### config.mk
export PLATFORM = sky130hd
export DESIGN_NAME = dssq_top
export DESIGN_NICKNAME = d
export VERILOG_FILES = /design/src/rtl/dssq_pkg.sv /design/src/rtl/dssq_ramp.sv /design/src/rtl/dssq_top.sv
export SDC_FILE = /design/constraint.sdc
export NUM_CORES = 1
export LEC_CHECK = 0
export ABC_AREA = 1
export BUFFER_PORTS_ARGS = -buffer_cell sky130_fd_sc_hd__buf_4
export CAP_MARGIN = 25
export CORE_UTILIZATION = 30
export CTS_CLUSTER_DIAMETER = 60
export DETAILED_ROUTE_END_ITERATION = 10
export GPL_TIMING_DRIVEN = 0
export SLEW_MARGIN = 20
export SYNTH_ARGS = -nofsm -noshare
export SYNTH_HDL_FRONTEND = slang
export SYNTH_SLANG_ARGS = --single-unit
### constraint.sdc
create_clock -name CLK_SYS -period 5.4 [get_ports CLK_SYS]
set_input_delay 1.62 -clock CLK_SYS [delete_from_list [all_inputs] [get_ports CLK_SYS]]
set_output_delay 1.62 -clock CLK_SYS [all_outputs]
set_load 0.005 [all_outputs]
### src/rtl/dssq_pkg.sv
// Constants and types shared by the start/stop sequencer
`default_nettype none
package dssq_pkg;
  // ==========================================================
  // Timing
  localparam int unsigned CLK_HZ      = 100_000_000;
  localparam int unsigned MS_CYC_DEF  = CLK_HZ / 1000;
  localparam int unsigned HALT_MIN_MS = 100;
  // More than the minimum, so one extra cycle
  localparam int unsigned HALT_CYC_DEF = HALT_MIN_MS * MS_CYC_DEF + 1;
  localparam int unsigned FINAL_RAMP_MS = 10000;
  // ==========================================================
  // Register byte offsets
  localparam logic [7:0] A_CTRL   = 8'h00;
  localparam logic [7:0] A_REF    = 8'h04;
  localparam logic [7:0] A_INSPD  = 8'h08;
  localparam logic [7:0] A_TRIM   = 8'h0C;
  localparam logic [7:0] A_ACCEL  = 8'h10;
  localparam logic [7:0] A_DECEL  = 8'h14;
  localparam logic [7:0] A_FINAL  = 8'h18;
  localparam logic [7:0] A_FAST   = 8'h1C;
  localparam logic [7:0] A_INPER  = 8'h20;
  localparam logic [7:0] A_DELAY  = 8'h24;
  localparam logic [7:0] A_STATUS = 8'h28;
  localparam logic [7:0] A_SPEED  = 8'h2C;
  // ==========================================================
  // Control bits
  localparam int B_LOCAL    = 0;
  localparam int B_STOPCST  = 1;
  localparam int B_FASTCST  = 2;
  localparam int B_FREEZE   = 3;
  localparam int B_TWOWIRE  = 4;
  localparam int B_TRIPCLR  = 8;
  localparam logic [4:0] CTRL_RST = 5'h00;
  localparam logic [15:0] FINAL_RST = 16'(FINAL_RAMP_MS);
  localparam logic [15:0] ZERO16 = 16'h0000;
  localparam logic [1:0] RESP_OK  = 2'b00;
  localparam logic [1:0] RESP_DEC = 2'b11;
  // ==========================================================
  // Input vector positions
  localparam int I_FWD = 0, I_REV = 1, I_INCH = 2, I_HALT = 3, I_FAST = 4, I_COAST = 5;
  localparam int I_EN = 6, I_TRIP = 7, I_KRUN = 8, I_KSTOP = 9, I_KINCH = 10, I_KDIR = 11;
  localparam int N_IN = 12;
  typedef enum logic [6:0] {
    ST_IDLE  = 7'b000_0001,
    ST_RUN   = 7'b000_0010,
    ST_INCH  = 7'b000_0100,
    ST_DECEL = 7'b000_1000,
    ST_FINAL = 7'b001_0000,
    ST_DELAY = 7'b010_0000,
    ST_TRIP  = 7'b100_0000
  } dssq_state_t;
endpackage
`default_nettype wire

### src/rtl/dssq_ramp.sv
// Linear ramp generator stepping one unit per due slot
`default_nettype none
module dssq_ramp
  import dssq_pkg::*;
#(
  parameter int WIDTH = 16
) (
  // System
  input  wire logic             clk,
  input  wire logic             rst_n,
  input  wire logic             ms_tick,
  // Control
  input  wire logic             load,
  input  wire logic [WIDTH-1:0] target,
  input  wire logic [15:0]      period,
  // Result
  output logic [WIDTH-1:0]      value
);
  localparam logic [31:0] FULL = 32'((1 << WIDTH) - 1);
  logic [31:0] acc_r;
  logic [31:0] acc_sum;

  initial
  begin
    if (WIDTH < 2 || WIDTH > 16) $error("dssq_ramp WIDTH out of range");
  end

  assign acc_sum = ms_tick ? acc_r + FULL : acc_r;

  // Full scale per period: ms ticks add full scale, each step spends one period
  always_ff @(posedge clk or negedge rst_n)
  begin
    if (!rst_n)
    begin
      value <= '0;
      acc_r <= '0;
    end
    else if (load || period == ZERO16)
    begin
      value <= target;
      acc_r <= '0;
    end
    else if (value == target)
      acc_r <= '0;
    else if (acc_sum >= 32'(period))
    begin
      acc_r <= acc_sum - 32'(period);
      value <= (value < target) ? value + 1'b1 : value - 1'b1;
    end
    else
      acc_r <= acc_sum;
  end
endmodule
`default_nettype wire

### src/rtl/dssq_top.sv
// Drive start/stop sequencer with AXI4-Lite configuration
//
// Chosen here: the AXI4-Lite register port and the register offsets.
`default_nettype none
// Overview of operation
// - Remote run ramps to reference, holds
// - Inch ramps to inch speed while held
// - Run key starts, runs until stop key
// - Inch key inches; release starts stop
// - Run and inch exclusive; change via stop
// - Motion flag from start until quench
// - No-fault flag true unless tripped
// - Ramp stop default, final ramp 10 s
// - Decel to zero, then trim to zero
// - Stack stays on through stop delay
// - Zero decel or freeze: final ramp
// - Freewheel: speed zero, stack off now
// - Fast stop overrides all run requests
// - Forced freewheel quenches, beats fast stop
// - Trip freewheels, held until reset
// - Halt low over 100 ms stops fully
// - Stack enable low forces stack off
// - Two-wire both directions: stop
// - Halt high latches runs; low clears
// - Inch never latched
// - Halt unwired: run only while held
// - Forced stops same local or remote
module dssq_top
  import dssq_pkg::*;
#(
  parameter int unsigned MS_CYC   = MS_CYC_DEF,
  parameter int unsigned HALT_CYC = HALT_CYC_DEF,
  parameter int          SPD_W    = 16
) (
  // System
  input  wire logic             CLK_SYS,
  input  wire logic             ARST_N,
  // Remote digital inputs
  input  wire logic             RUN_FWD,
  input  wire logic             RUN_REV,
  input  wire logic             INCH_REQUEST,
  input  wire logic             HALT_N,
  input  wire logic             FAST_STOP_N,
  input  wire logic             COAST_STOP_N,
  input  wire logic             STACK_ENABLE,
  input  wire logic             TRIP_DETECT,
  // Keypad keys
  input  wire logic             KEY_RUN,
  input  wire logic             KEY_STOP,
  input  wire logic             KEY_INCH,
  input  wire logic             KEY_DIR,
  // Drive outputs
  output logic [SPD_W-1:0]      SPEED_DEMAND,
  output logic [SPD_W-1:0]      SPEED_TRIM,
  output logic                  STACK_ON,
  output logic                  MOTION_ACTIVE,
  output logic                  NO_FAULT_FLAG,
  output logic                  LATCHED_DIRECTION_OUT,
  // AXI4-Lite slave
  input  wire logic [7:0]       AXI_AWADDR,
  input  wire logic             AXI_AWVALID,
  output logic                  AXI_AWREADY,
  input  wire logic [31:0]      AXI_WDATA,
  input  wire logic [3:0]       AXI_WSTRB,
  input  wire logic             AXI_WVALID,
  output logic                  AXI_WREADY,
  output logic [1:0]            AXI_BRESP,
  output logic                  AXI_BVALID,
  input  wire logic             AXI_BREADY,
  input  wire logic [7:0]       AXI_ARADDR,
  input  wire logic             AXI_ARVALID,
  output logic                  AXI_ARREADY,
  output logic [31:0]           AXI_RDATA,
  output logic [1:0]            AXI_RRESP,
  output logic                  AXI_RVALID,
  input  wire logic             AXI_RREADY
);
  initial
  begin
    if (SPD_W < 2 || SPD_W > 16) $error("SPD_W out of range");
    if (MS_CYC < 2 || HALT_CYC < 2 || HALT_CYC >= (1 << 24)) $error("bad counts");
  end

  // ==========================================================
  // Input synchronisers, three stages, change when stages 2 and 3 agree
  logic [N_IN-1:0] s1_r, s2_r, s3_r, in_f, in_d;
  always_ff @(posedge CLK_SYS or negedge ARST_N)
  begin
    if (!ARST_N)
    begin
      s1_r <= '0;
      s2_r <= '0;
      s3_r <= '0;
      in_f <= '0;
      in_d <= '0;
    end
    else
    begin
      s1_r <= {KEY_DIR, KEY_INCH, KEY_STOP, KEY_RUN, TRIP_DETECT, STACK_ENABLE,
               COAST_STOP_N, FAST_STOP_N, HALT_N, INCH_REQUEST, RUN_REV, RUN_FWD};
      s2_r <= s1_r;
      s3_r <= s2_r;
      in_f <= (s2_r & s3_r) | (in_f & (s2_r | s3_r));
      in_d <= in_f;
    end
  end
  wire logic [N_IN-1:0] rise = in_f & ~in_d;

  // ==========================================================
  // Register file
  logic [4:0]  ctrl_r;
  logic [15:0] ref_r, inspd_r, trim_r, accel_r, decel_r, final_r, fast_r, inper_r, dly_r;
  logic        trip_clr;
  logic [7:0]  aw_q;
  logic [31:0] w_q;
  logic [3:0]  ws_q;
  logic        aw_h, w_h;

  function automatic logic mapped(input logic [7:0] a);
    mapped = a[1:0] == 2'b00 && a <= A_SPEED;
  endfunction
  function automatic logic [15:0] merge(input logic [15:0] o, input logic [31:0] d,
                                        input logic [3:0] s);
    merge = {s[1] ? d[15:8] : o[15:8], s[0] ? d[7:0] : o[7:0]};
  endfunction

  assign AXI_AWREADY = !aw_h && !AXI_BVALID;
  assign AXI_WREADY  = !w_h && !AXI_BVALID;
  wire logic do_wr = aw_h && w_h && !AXI_BVALID;
  assign trip_clr = do_wr && aw_q == A_CTRL && ws_q[1] && w_q[B_TRIPCLR];

  always_ff @(posedge CLK_SYS or negedge ARST_N)
  begin
    if (!ARST_N)
    begin
      aw_h <= 1'b0;
      w_h <= 1'b0;
      aw_q <= '0;
      w_q <= '0;
      ws_q <= '0;
      AXI_BVALID <= 1'b0;
      AXI_BRESP <= RESP_OK;
    end
    else
    begin
      if (AXI_AWVALID && AXI_AWREADY)
      begin
        aw_h <= 1'b1;
        aw_q <= AXI_AWADDR;
      end
      if (AXI_WVALID && AXI_WREADY)
      begin
        w_h <= 1'b1;
        w_q <= AXI_WDATA;
        ws_q <= AXI_WSTRB;
      end
      if (do_wr)
      begin
        aw_h <= 1'b0;
        w_h <= 1'b0;
        AXI_BVALID <= 1'b1;
        AXI_BRESP <= mapped(aw_q) ? RESP_OK : RESP_DEC;
      end
      else if (AXI_BREADY)
        AXI_BVALID <= 1'b0;
    end
  end

  // Configuration storage
  always_ff @(posedge CLK_SYS or negedge ARST_N)
  begin
    if (!ARST_N)
    begin
      ctrl_r <= CTRL_RST;
      {ref_r, inspd_r, trim_r, accel_r, decel_r, fast_r, inper_r, dly_r} <= '0;
      final_r <= FINAL_RST;
    end
    else if (do_wr)
    begin
      case (aw_q)
        A_CTRL:  if (ws_q[0]) ctrl_r <= w_q[4:0];
        A_REF:   ref_r <= merge(ref_r, w_q, ws_q);
        A_INSPD: inspd_r <= merge(inspd_r, w_q, ws_q);
        A_TRIM:  trim_r <= merge(trim_r, w_q, ws_q);
        A_ACCEL: accel_r <= merge(accel_r, w_q, ws_q);
        A_DECEL: decel_r <= merge(decel_r, w_q, ws_q);
        A_FINAL: final_r <= merge(final_r, w_q, ws_q);
        A_FAST:  fast_r <= merge(fast_r, w_q, ws_q);
        A_INPER: inper_r <= merge(inper_r, w_q, ws_q);
        A_DELAY: dly_r <= merge(dly_r, w_q, ws_q);
        default: ;
      endcase
    end
  end

  // ==========================================================
  // Sequencer state and requests
  dssq_state_t st_r, st_nxt;
  logic        trip_r, loc_run_r, rem_latch_r, halt_stop_r, fstop_r, dir_r;
  logic [23:0] halt_cnt_r;
  logic        halt_evt;
  logic [31:0] ms_cnt_r;
  logic        ms_tick;
  logic [15:0] dly_cnt_r;

  wire logic local_m = ctrl_r[B_LOCAL];
  wire logic coast   = !in_f[I_COAST];
  wire logic fast    = !in_f[I_FAST] && !coast;
  wire logic kill    = coast || trip_r || !in_f[I_EN];
  wire logic both    = ctrl_r[B_TWOWIRE] && in_f[I_FWD] && in_f[I_REV];
  wire logic rem_run = !both && (in_f[I_FWD] || in_f[I_REV] || rem_latch_r);
  wire logic run_req = !halt_stop_r && (local_m ? loc_run_r : rem_run);
  wire logic inch_req = local_m ? in_f[I_KINCH] : in_f[I_INCH];
  wire logic can_go  = !kill && !fast;
  wire logic ramp_skip = (fast ? fast_r : decel_r) == ZERO16 || ctrl_r[B_FREEZE];
  wire logic dly_done = dly_cnt_r >= dly_r;
  wire dssq_state_t stop_st = ramp_skip ? ST_FINAL : ST_DECEL;

  always_ff @(posedge CLK_SYS or negedge ARST_N)
  begin
    if (!ARST_N)
    begin
      ms_cnt_r <= '0;
      halt_cnt_r <= '0;
    end
    else
    begin
      ms_cnt_r <= ms_tick ? '0 : ms_cnt_r + 1'b1;
      // Counts only after the line falls, so a line held low never fires
      if (in_f[I_HALT] || (halt_cnt_r == '0 && !in_d[I_HALT]))
        halt_cnt_r <= '0;
      else if (halt_cnt_r != 24'(HALT_CYC))
        halt_cnt_r <= halt_cnt_r + 1'b1;
    end
  end
  assign ms_tick = ms_cnt_r == 32'(MS_CYC - 1);
  assign halt_evt = halt_cnt_r == 24'(HALT_CYC - 1);

  // Request latches: set wins over clear, except that the stop key beats the run key
  always_ff @(posedge CLK_SYS or negedge ARST_N)
  begin
    if (!ARST_N)
    begin
      trip_r <= 1'b0;
      loc_run_r <= 1'b0;
      rem_latch_r <= 1'b0;
      halt_stop_r <= 1'b0;
      fstop_r <= 1'b0;
    end
    else
    begin
      trip_r <= in_f[I_TRIP] || (trip_r && !trip_clr);
      if (rise[I_KRUN] && !in_f[I_KSTOP])
        loc_run_r <= 1'b1;
      else if (in_f[I_KSTOP] || st_r == ST_IDLE && st_nxt == ST_IDLE)
        loc_run_r <= 1'b0;
      if (in_f[I_HALT] && (rise[I_FWD] || rise[I_REV]) && !both)
        rem_latch_r <= 1'b1;
      else if (!in_f[I_HALT] || st_r != ST_RUN && st_r != ST_IDLE)
        rem_latch_r <= 1'b0;
      if (halt_evt)
        halt_stop_r <= 1'b1;
      else if (st_r == ST_IDLE || st_r == ST_TRIP)
        halt_stop_r <= 1'b0;
      if (fast && (st_r == ST_RUN || st_r == ST_INCH))
        fstop_r <= 1'b1;
      else if (st_r == ST_IDLE)
        fstop_r <= 1'b0;
    end
  end

  always_comb
  begin
    st_nxt = st_r;
    case (st_r)
      ST_IDLE:
        if (trip_r) st_nxt = ST_TRIP;
        else if (can_go && run_req) st_nxt = ST_RUN;
        else if (can_go && inch_req) st_nxt = ST_INCH;
      ST_RUN, ST_INCH:
        if (kill) st_nxt = trip_r ? ST_TRIP : ST_IDLE;
        else if (fast) st_nxt = ctrl_r[B_FASTCST] ? ST_IDLE : stop_st;
        else if (st_r == ST_RUN ? !run_req : !inch_req)
          st_nxt = ctrl_r[B_STOPCST] ? ST_IDLE : stop_st;
      ST_DECEL:
        if (kill) st_nxt = trip_r ? ST_TRIP : ST_IDLE;
        else if (SPEED_DEMAND == '0) st_nxt = ST_FINAL;
      ST_FINAL:
        if (kill) st_nxt = trip_r ? ST_TRIP : ST_IDLE;
        else if (SPEED_DEMAND == '0 && SPEED_TRIM == '0) st_nxt = ST_DELAY;
      ST_DELAY:
        if (kill) st_nxt = trip_r ? ST_TRIP : ST_IDLE;
        else if (dly_done) st_nxt = ST_IDLE;
      ST_TRIP:
        if (!trip_r) st_nxt = ST_IDLE;
      default: st_nxt = ST_IDLE;
    endcase
  end

  always_ff @(posedge CLK_SYS or negedge ARST_N)
  begin
    if (!ARST_N)
    begin
      st_r <= ST_IDLE;
      STACK_ON <= 1'b0;
      dly_cnt_r <= '0;
      dir_r <= 1'b0;
    end
    else
    begin
      st_r <= st_nxt;
      STACK_ON <= !kill && st_nxt != ST_IDLE && st_nxt != ST_TRIP;
      dly_cnt_r <= st_r != ST_DELAY ? '0 : dly_cnt_r + 16'(ms_tick && !dly_done);
      if (st_r == ST_IDLE && st_nxt != ST_IDLE)
        dir_r <= local_m ? in_f[I_KDIR] : in_f[I_REV];
    end
  end

  assign MOTION_ACTIVE = st_r != ST_IDLE && st_r != ST_TRIP;
  assign NO_FAULT_FLAG = st_r != ST_TRIP;
  assign LATCHED_DIRECTION_OUT = dir_r;

  // ==========================================================
  // Ramps: speed demand, then speed trim
  logic [SPD_W-1:0] spd_tgt, trim_tgt;
  logic [15:0]      spd_per, trim_per;
  logic             spd_load, trim_load;
  always_comb
  begin
    spd_tgt = '0;
    spd_per = final_r;
    spd_load = 1'b0;
    trim_tgt = SPEED_TRIM;
    trim_per = final_r;
    trim_load = 1'b0;
    case (st_r)
      ST_RUN:
      begin
        spd_tgt = ref_r[SPD_W-1:0];
        spd_per = accel_r;
        trim_tgt = trim_r[SPD_W-1:0];
        trim_load = 1'b1;
      end
      ST_INCH:
      begin
        spd_tgt = inspd_r[SPD_W-1:0];
        spd_per = inper_r;
        trim_tgt = trim_r[SPD_W-1:0];
        trim_load = 1'b1;
      end
      ST_DECEL: spd_per = fstop_r ? fast_r : decel_r;
      ST_FINAL: trim_tgt = '0;
      ST_DELAY: ;
      default:
      begin
        spd_load = 1'b1;
        trim_tgt = '0;
        trim_load = 1'b1;
      end
    endcase
  end

  dssq_ramp #(.WIDTH(SPD_W)) u_speed (
    .clk(CLK_SYS), .rst_n(ARST_N), .ms_tick(ms_tick),
    .load(spd_load), .target(spd_tgt), .period(spd_per), .value(SPEED_DEMAND));
  dssq_ramp #(.WIDTH(SPD_W)) u_trim (
    .clk(CLK_SYS), .rst_n(ARST_N), .ms_tick(ms_tick),
    .load(trim_load), .target(trim_tgt), .period(trim_per), .value(SPEED_TRIM));

  // ==========================================================
  // Read channel
  always_ff @(posedge CLK_SYS or negedge ARST_N)
  begin
    if (!ARST_N)
    begin
      AXI_RVALID <= 1'b0;
      AXI_RDATA <= '0;
      AXI_RRESP <= RESP_OK;
    end
    else if (AXI_ARVALID && AXI_ARREADY)
    begin
      AXI_RVALID <= 1'b1;
      AXI_RRESP <= mapped(AXI_ARADDR) ? RESP_OK : RESP_DEC;
      case (AXI_ARADDR)
        A_CTRL:   AXI_RDATA <= {27'h000_0000, ctrl_r};
        A_REF:    AXI_RDATA <= {16'h0000, ref_r};
        A_INSPD:  AXI_RDATA <= {16'h0000, inspd_r};
        A_TRIM:   AXI_RDATA <= {16'h0000, trim_r};
        A_ACCEL:  AXI_RDATA <= {16'h0000, accel_r};
        A_DECEL:  AXI_RDATA <= {16'h0000, decel_r};
        A_FINAL:  AXI_RDATA <= {16'h0000, final_r};
        A_FAST:   AXI_RDATA <= {16'h0000, fast_r};
        A_INPER:  AXI_RDATA <= {16'h0000, inper_r};
        A_DELAY:  AXI_RDATA <= {16'h0000, dly_r};
        A_STATUS: AXI_RDATA <= {17'h0_0000, st_r, trip_r, dir_r, NO_FAULT_FLAG,
                                STACK_ON, MOTION_ACTIVE, halt_stop_r, loc_run_r, rem_latch_r};
        A_SPEED:  AXI_RDATA <= {16'(SPEED_TRIM), 16'(SPEED_DEMAND)};
        default:  AXI_RDATA <= '0;
      endcase
    end
    else if (AXI_RREADY)
      AXI_RVALID <= 1'b0;
  end
  assign AXI_ARREADY = !AXI_RVALID;
endmodule
`default_nettype wire

==> results.yml <==
status:
  status: "completed"
die:
  dieArea_um2: 96200
  start_util_pct: 30.4
  dieHeight_um: 310
  pin_count: 148
  die_w_um: 310
  core_area_um2: 93700
  fp-row-count: 112
detailed_routing:
  drtIter0Drc: 2138
  drt_wl_total_um: 98900
  wl_per_cell_um: 18.2
  vias_per_cell: 5.05
  dr.pass1.iters: 7
  ant_nets: 0
  drc_errors: 0
  routed-via-count: 27400
placed_design:
  hpwl_um: 77600
  port_buffers: 129
  place_area_um2: 31200
  placedCellCount: 5314
  gp_congestion: 0.963
clock_tree:
  clk_pin_slew_ns: 0.06
  cts_hold_buf: 0
  clock_latency_ns: 0.67
  cts.sinks: 447
  cts_made_buffers: 60
  cts_buffer_depth: 3
  cts_root_buf: "clkbuf_16"
  cts_tree: "built"
  htreeDepth: 2
yosys:
  ys_types: 66
  synthDominantCellAreaShare_pct: 38.7
  ys_ff_latch: 447
  synth_largest_area_cell: "dfrtp_1"
  synthArstFlopShare_pct: 100
  syn_nets: 4118
  synth-edff-count: 0
  synthTopCellsByCount: "nand2_1 (934), inv_1 (537), dfrtp_1 (441)"
  synth_warnings: 0
  synth.most_common_cell: "nand2_1"
  ys_seq_area_share_pct: 39.3
  synth_ff_type: "dfrtp_1"
  synth_cells: 3926
  ys_top_cells_by_area: "dfrtp_1 (39%), nand2_1 (12%), inv_1 (7.1%), o21ai_0 (5.4%), nor2_1 (5.4%)"
  syn_area_um2: 28500
  syn_area_per_cell_um2: 7.26
grt:
  grt.total_usage_pct: 20.5
  grt-ovfl-total: 0
  antenna_found_initial: 1
  first_global_vias: 26000
  grt_pass1_wl_um: 152000
  grt_max_degree: 95
final_layout:
  multi_input_area_um2: 14800
  antenna_cells: 0
  fill_cells: 9973
  drive_gt1_share_pct: 9.26
  layout.nets: 4323
  fin_util_pct: 35.7
  design_area_um2: 33500
  seq_area_um2: 11200
  syn_to_final_growth_pct: 17.4
  layout.cells.non_filler: 5435
sta:
  finalHoldViolCount: 0
  setup_viol: 0
  slew_violations: 0
  slew-limit-headroom_pct: 36.3
  max_freq_mhz: 194
  fin_skew_ns: 0.0508
  period_share_pct: 95.4
  min_period_ns: 5.15
  tightest_slew_ns: 0.952
critical_path:
  worstPathMaxFanout: 11
  crit_path_end_kind: "register"
  cp.arrival_ns: 5.67
  critPathLaunchType: "register"
  cp.required_ns: 5.92
  crit_type: "register to register"
min_path:
  hold_class: "register to register"
power_and_ir_drop:
  leakage_uw: 0.0161
  power_density_nw_per_um2: 380
  ir_drop_mv: 0.319
flow_run:
  cap_violations: 0
==> cell usage in the layout (no fill, tap or decap), drive strengths merged, types with 9 or more instances in the layout <==
master,synthesis,final
nand2,951,951
inv,555,567
dfrtp,441,441
nor2,428,428
o21ai,344,344
nand3,248,248
a21oi,185,185
buf,36,184
clkbuf,60,136
ha,117,117
nor3,86,86
nand4,81,81
xor2,72,72
o22ai,68,68
nor4,40,40
xnor2,34,34
a221oi,27,27
o211ai,18,18
nand3b,15,15
maj3,12,12
a31oi,10,10
a21o,10,10
clkinv,2,9
==> path summary, 6_finish.rpt <==
kind	startpoint	endpoint	slack (ns)	depth (start not counted)
worst max register to register	st_r[1]	u_trim.value[14]	0.25	27
worst min register to register	s1_r[11]	s2_r[11]	0.35	0
max in group asynchronous	ARST_N	ms_cnt_r[30]	2.92	4
min in group asynchronous	ARST_N	s1_r[8]	0.87	1
worst max-delay path	st_r[1]	u_trim.value[14]	0.25	27
worst min-delay path	s1_r[11]	s2_r[11]	0.35	0
==> metal layers <==
layer / part of all wire (%) / GRT usage (%) / wire, um
met5: 0 / 0 / 0
met4: 4.1 / 8.09 / 4080
met3: 6.6 / 3.12 / 6490
met2: 45 / 32.7 / 44700
met1: 44 / 27.9 / 43600
==> power by group <==
group          switching [uW]  internal, uW  leakage [uW]
Sequential                276          3690       0.00597
Clock                    1690          2440      0.000991
Combinational            3150          1450       0.00913
Total                    5120          7580        0.0161
==> worst max-delay path, stage by stage (launching register included) <==
cell	delay, ns
dfrtp_1	0.45
inv_2	0.11
nand2_1	0.16
nor3_4	0.29
nand2_2	0.14
inv_4	0.13
buf_6	0.18
nor2_4	0.06
buf_2	0.22
o22ai_1	0.20
inv_1	0.07
ha_1	0.29
a21oi_1	0.15
o21a_1	0.16
o221ai_1	0.16
a21o_4	0.29
buf_12	0.15
ha_1	0.33
a21oi_1	0.17
a21boi_0	0.21
nand3_1	0.19
a21oi_1	0.17
o21ai_0	0.11
or2_2	0.29
nand3_1	0.07
o21ai_0	0.10
nand3_1	0.10
nand2_1	0.06
==> logic make-up (layout without fill, tap and decap cells) <==
| family | count (synthesis) | count (layout) | share of synthesized area (%) |
|---|---|---|---|
| buffers and inverters | 653 | 908 | 9.00 |
| and+or+nand+nor | 1871 | 1871 | 28.4 |
| adders and majority gates | 133 | 133 | 5.84 |
| DFF | 447 | 447 | 39.3 |
| AOI/OAI and AO/OA | 711 | 711 | 14.0 |
| xor gates and xnor gates | 106 | 106 | 3.26 |
| muxes | 5 | 5 | 0.193 |
==> cell type report <==
type / instances / area share, %
clock inverters: 31 / 1.21
well taps: 1254 / 4.69
clock buffers: 81 / 4.99
inverters: 557 / 6.26
repair buffers: 144 / 3.59
plain buffers: 95 / 1.44
multi-input cells: 2826 / 44.3
flip-flops and latches: 447 / 33.5
==> through the flow <==
| step | setup TNS [ns] | total power [uW] | setup slack [ns] | hold WS, ns |
|---|---|---|---|---|
| 6_report | 0 | 12700 | 0.246 | 0.350 |
| 4_1_cts | 0 | 12700 | 0.0123 | 0.354 |
| 3_5_place_dp | -6.35 | 8550 | -0.818 | 0.336 |
| 5_1_grt | -0.0403 | 13400 | -0.0300 | 0.355 |
| 3_3_place_gp | -927.13 | 8500 | -2.16 | 0.333 |
| 2_1_floorplan | 0 | 7020 | 0.794 | 0.331 |
==> state kept, by name (all words and copies together) (netlist names), 7 cells and up <==
| name | flops |
|---|---|
| ms_cnt_r | 32 |
| ref_r | 16 |
| u_trim.acc_r | 32 |
| trim_r | 16 |
| u_trim.value | 16 |
| final_r | 16 |
| AXI_RDATA | 32 |
| in_f | 12 |
| s1_r | 12 |
| s2_r | 12 |
| aw_q | 8 |
| halt_cnt_r | 24 |
| s3_r | 12 |
| accel_r | 16 |
| w_q | 16 |
| dly_r | 16 |
| st_r | 7 |
| u_speed.value | 16 |
| inspd_r | 16 |
| dly_cnt_r | 16 |
| u_speed.acc_r | 32 |
| inper_r | 16 |
| decel_r | 16 |
| fast_r | 16 |
==> timing repair <==
item | in CTS | in global routing
gates resized for setup | 13 | 32
endpoints found under the setup margin | 19 | 66
pin swaps | 1 | 5
cloned | 0 | 0
setup buffers | 1 | 9
Power figures use the tool's default switching activity.
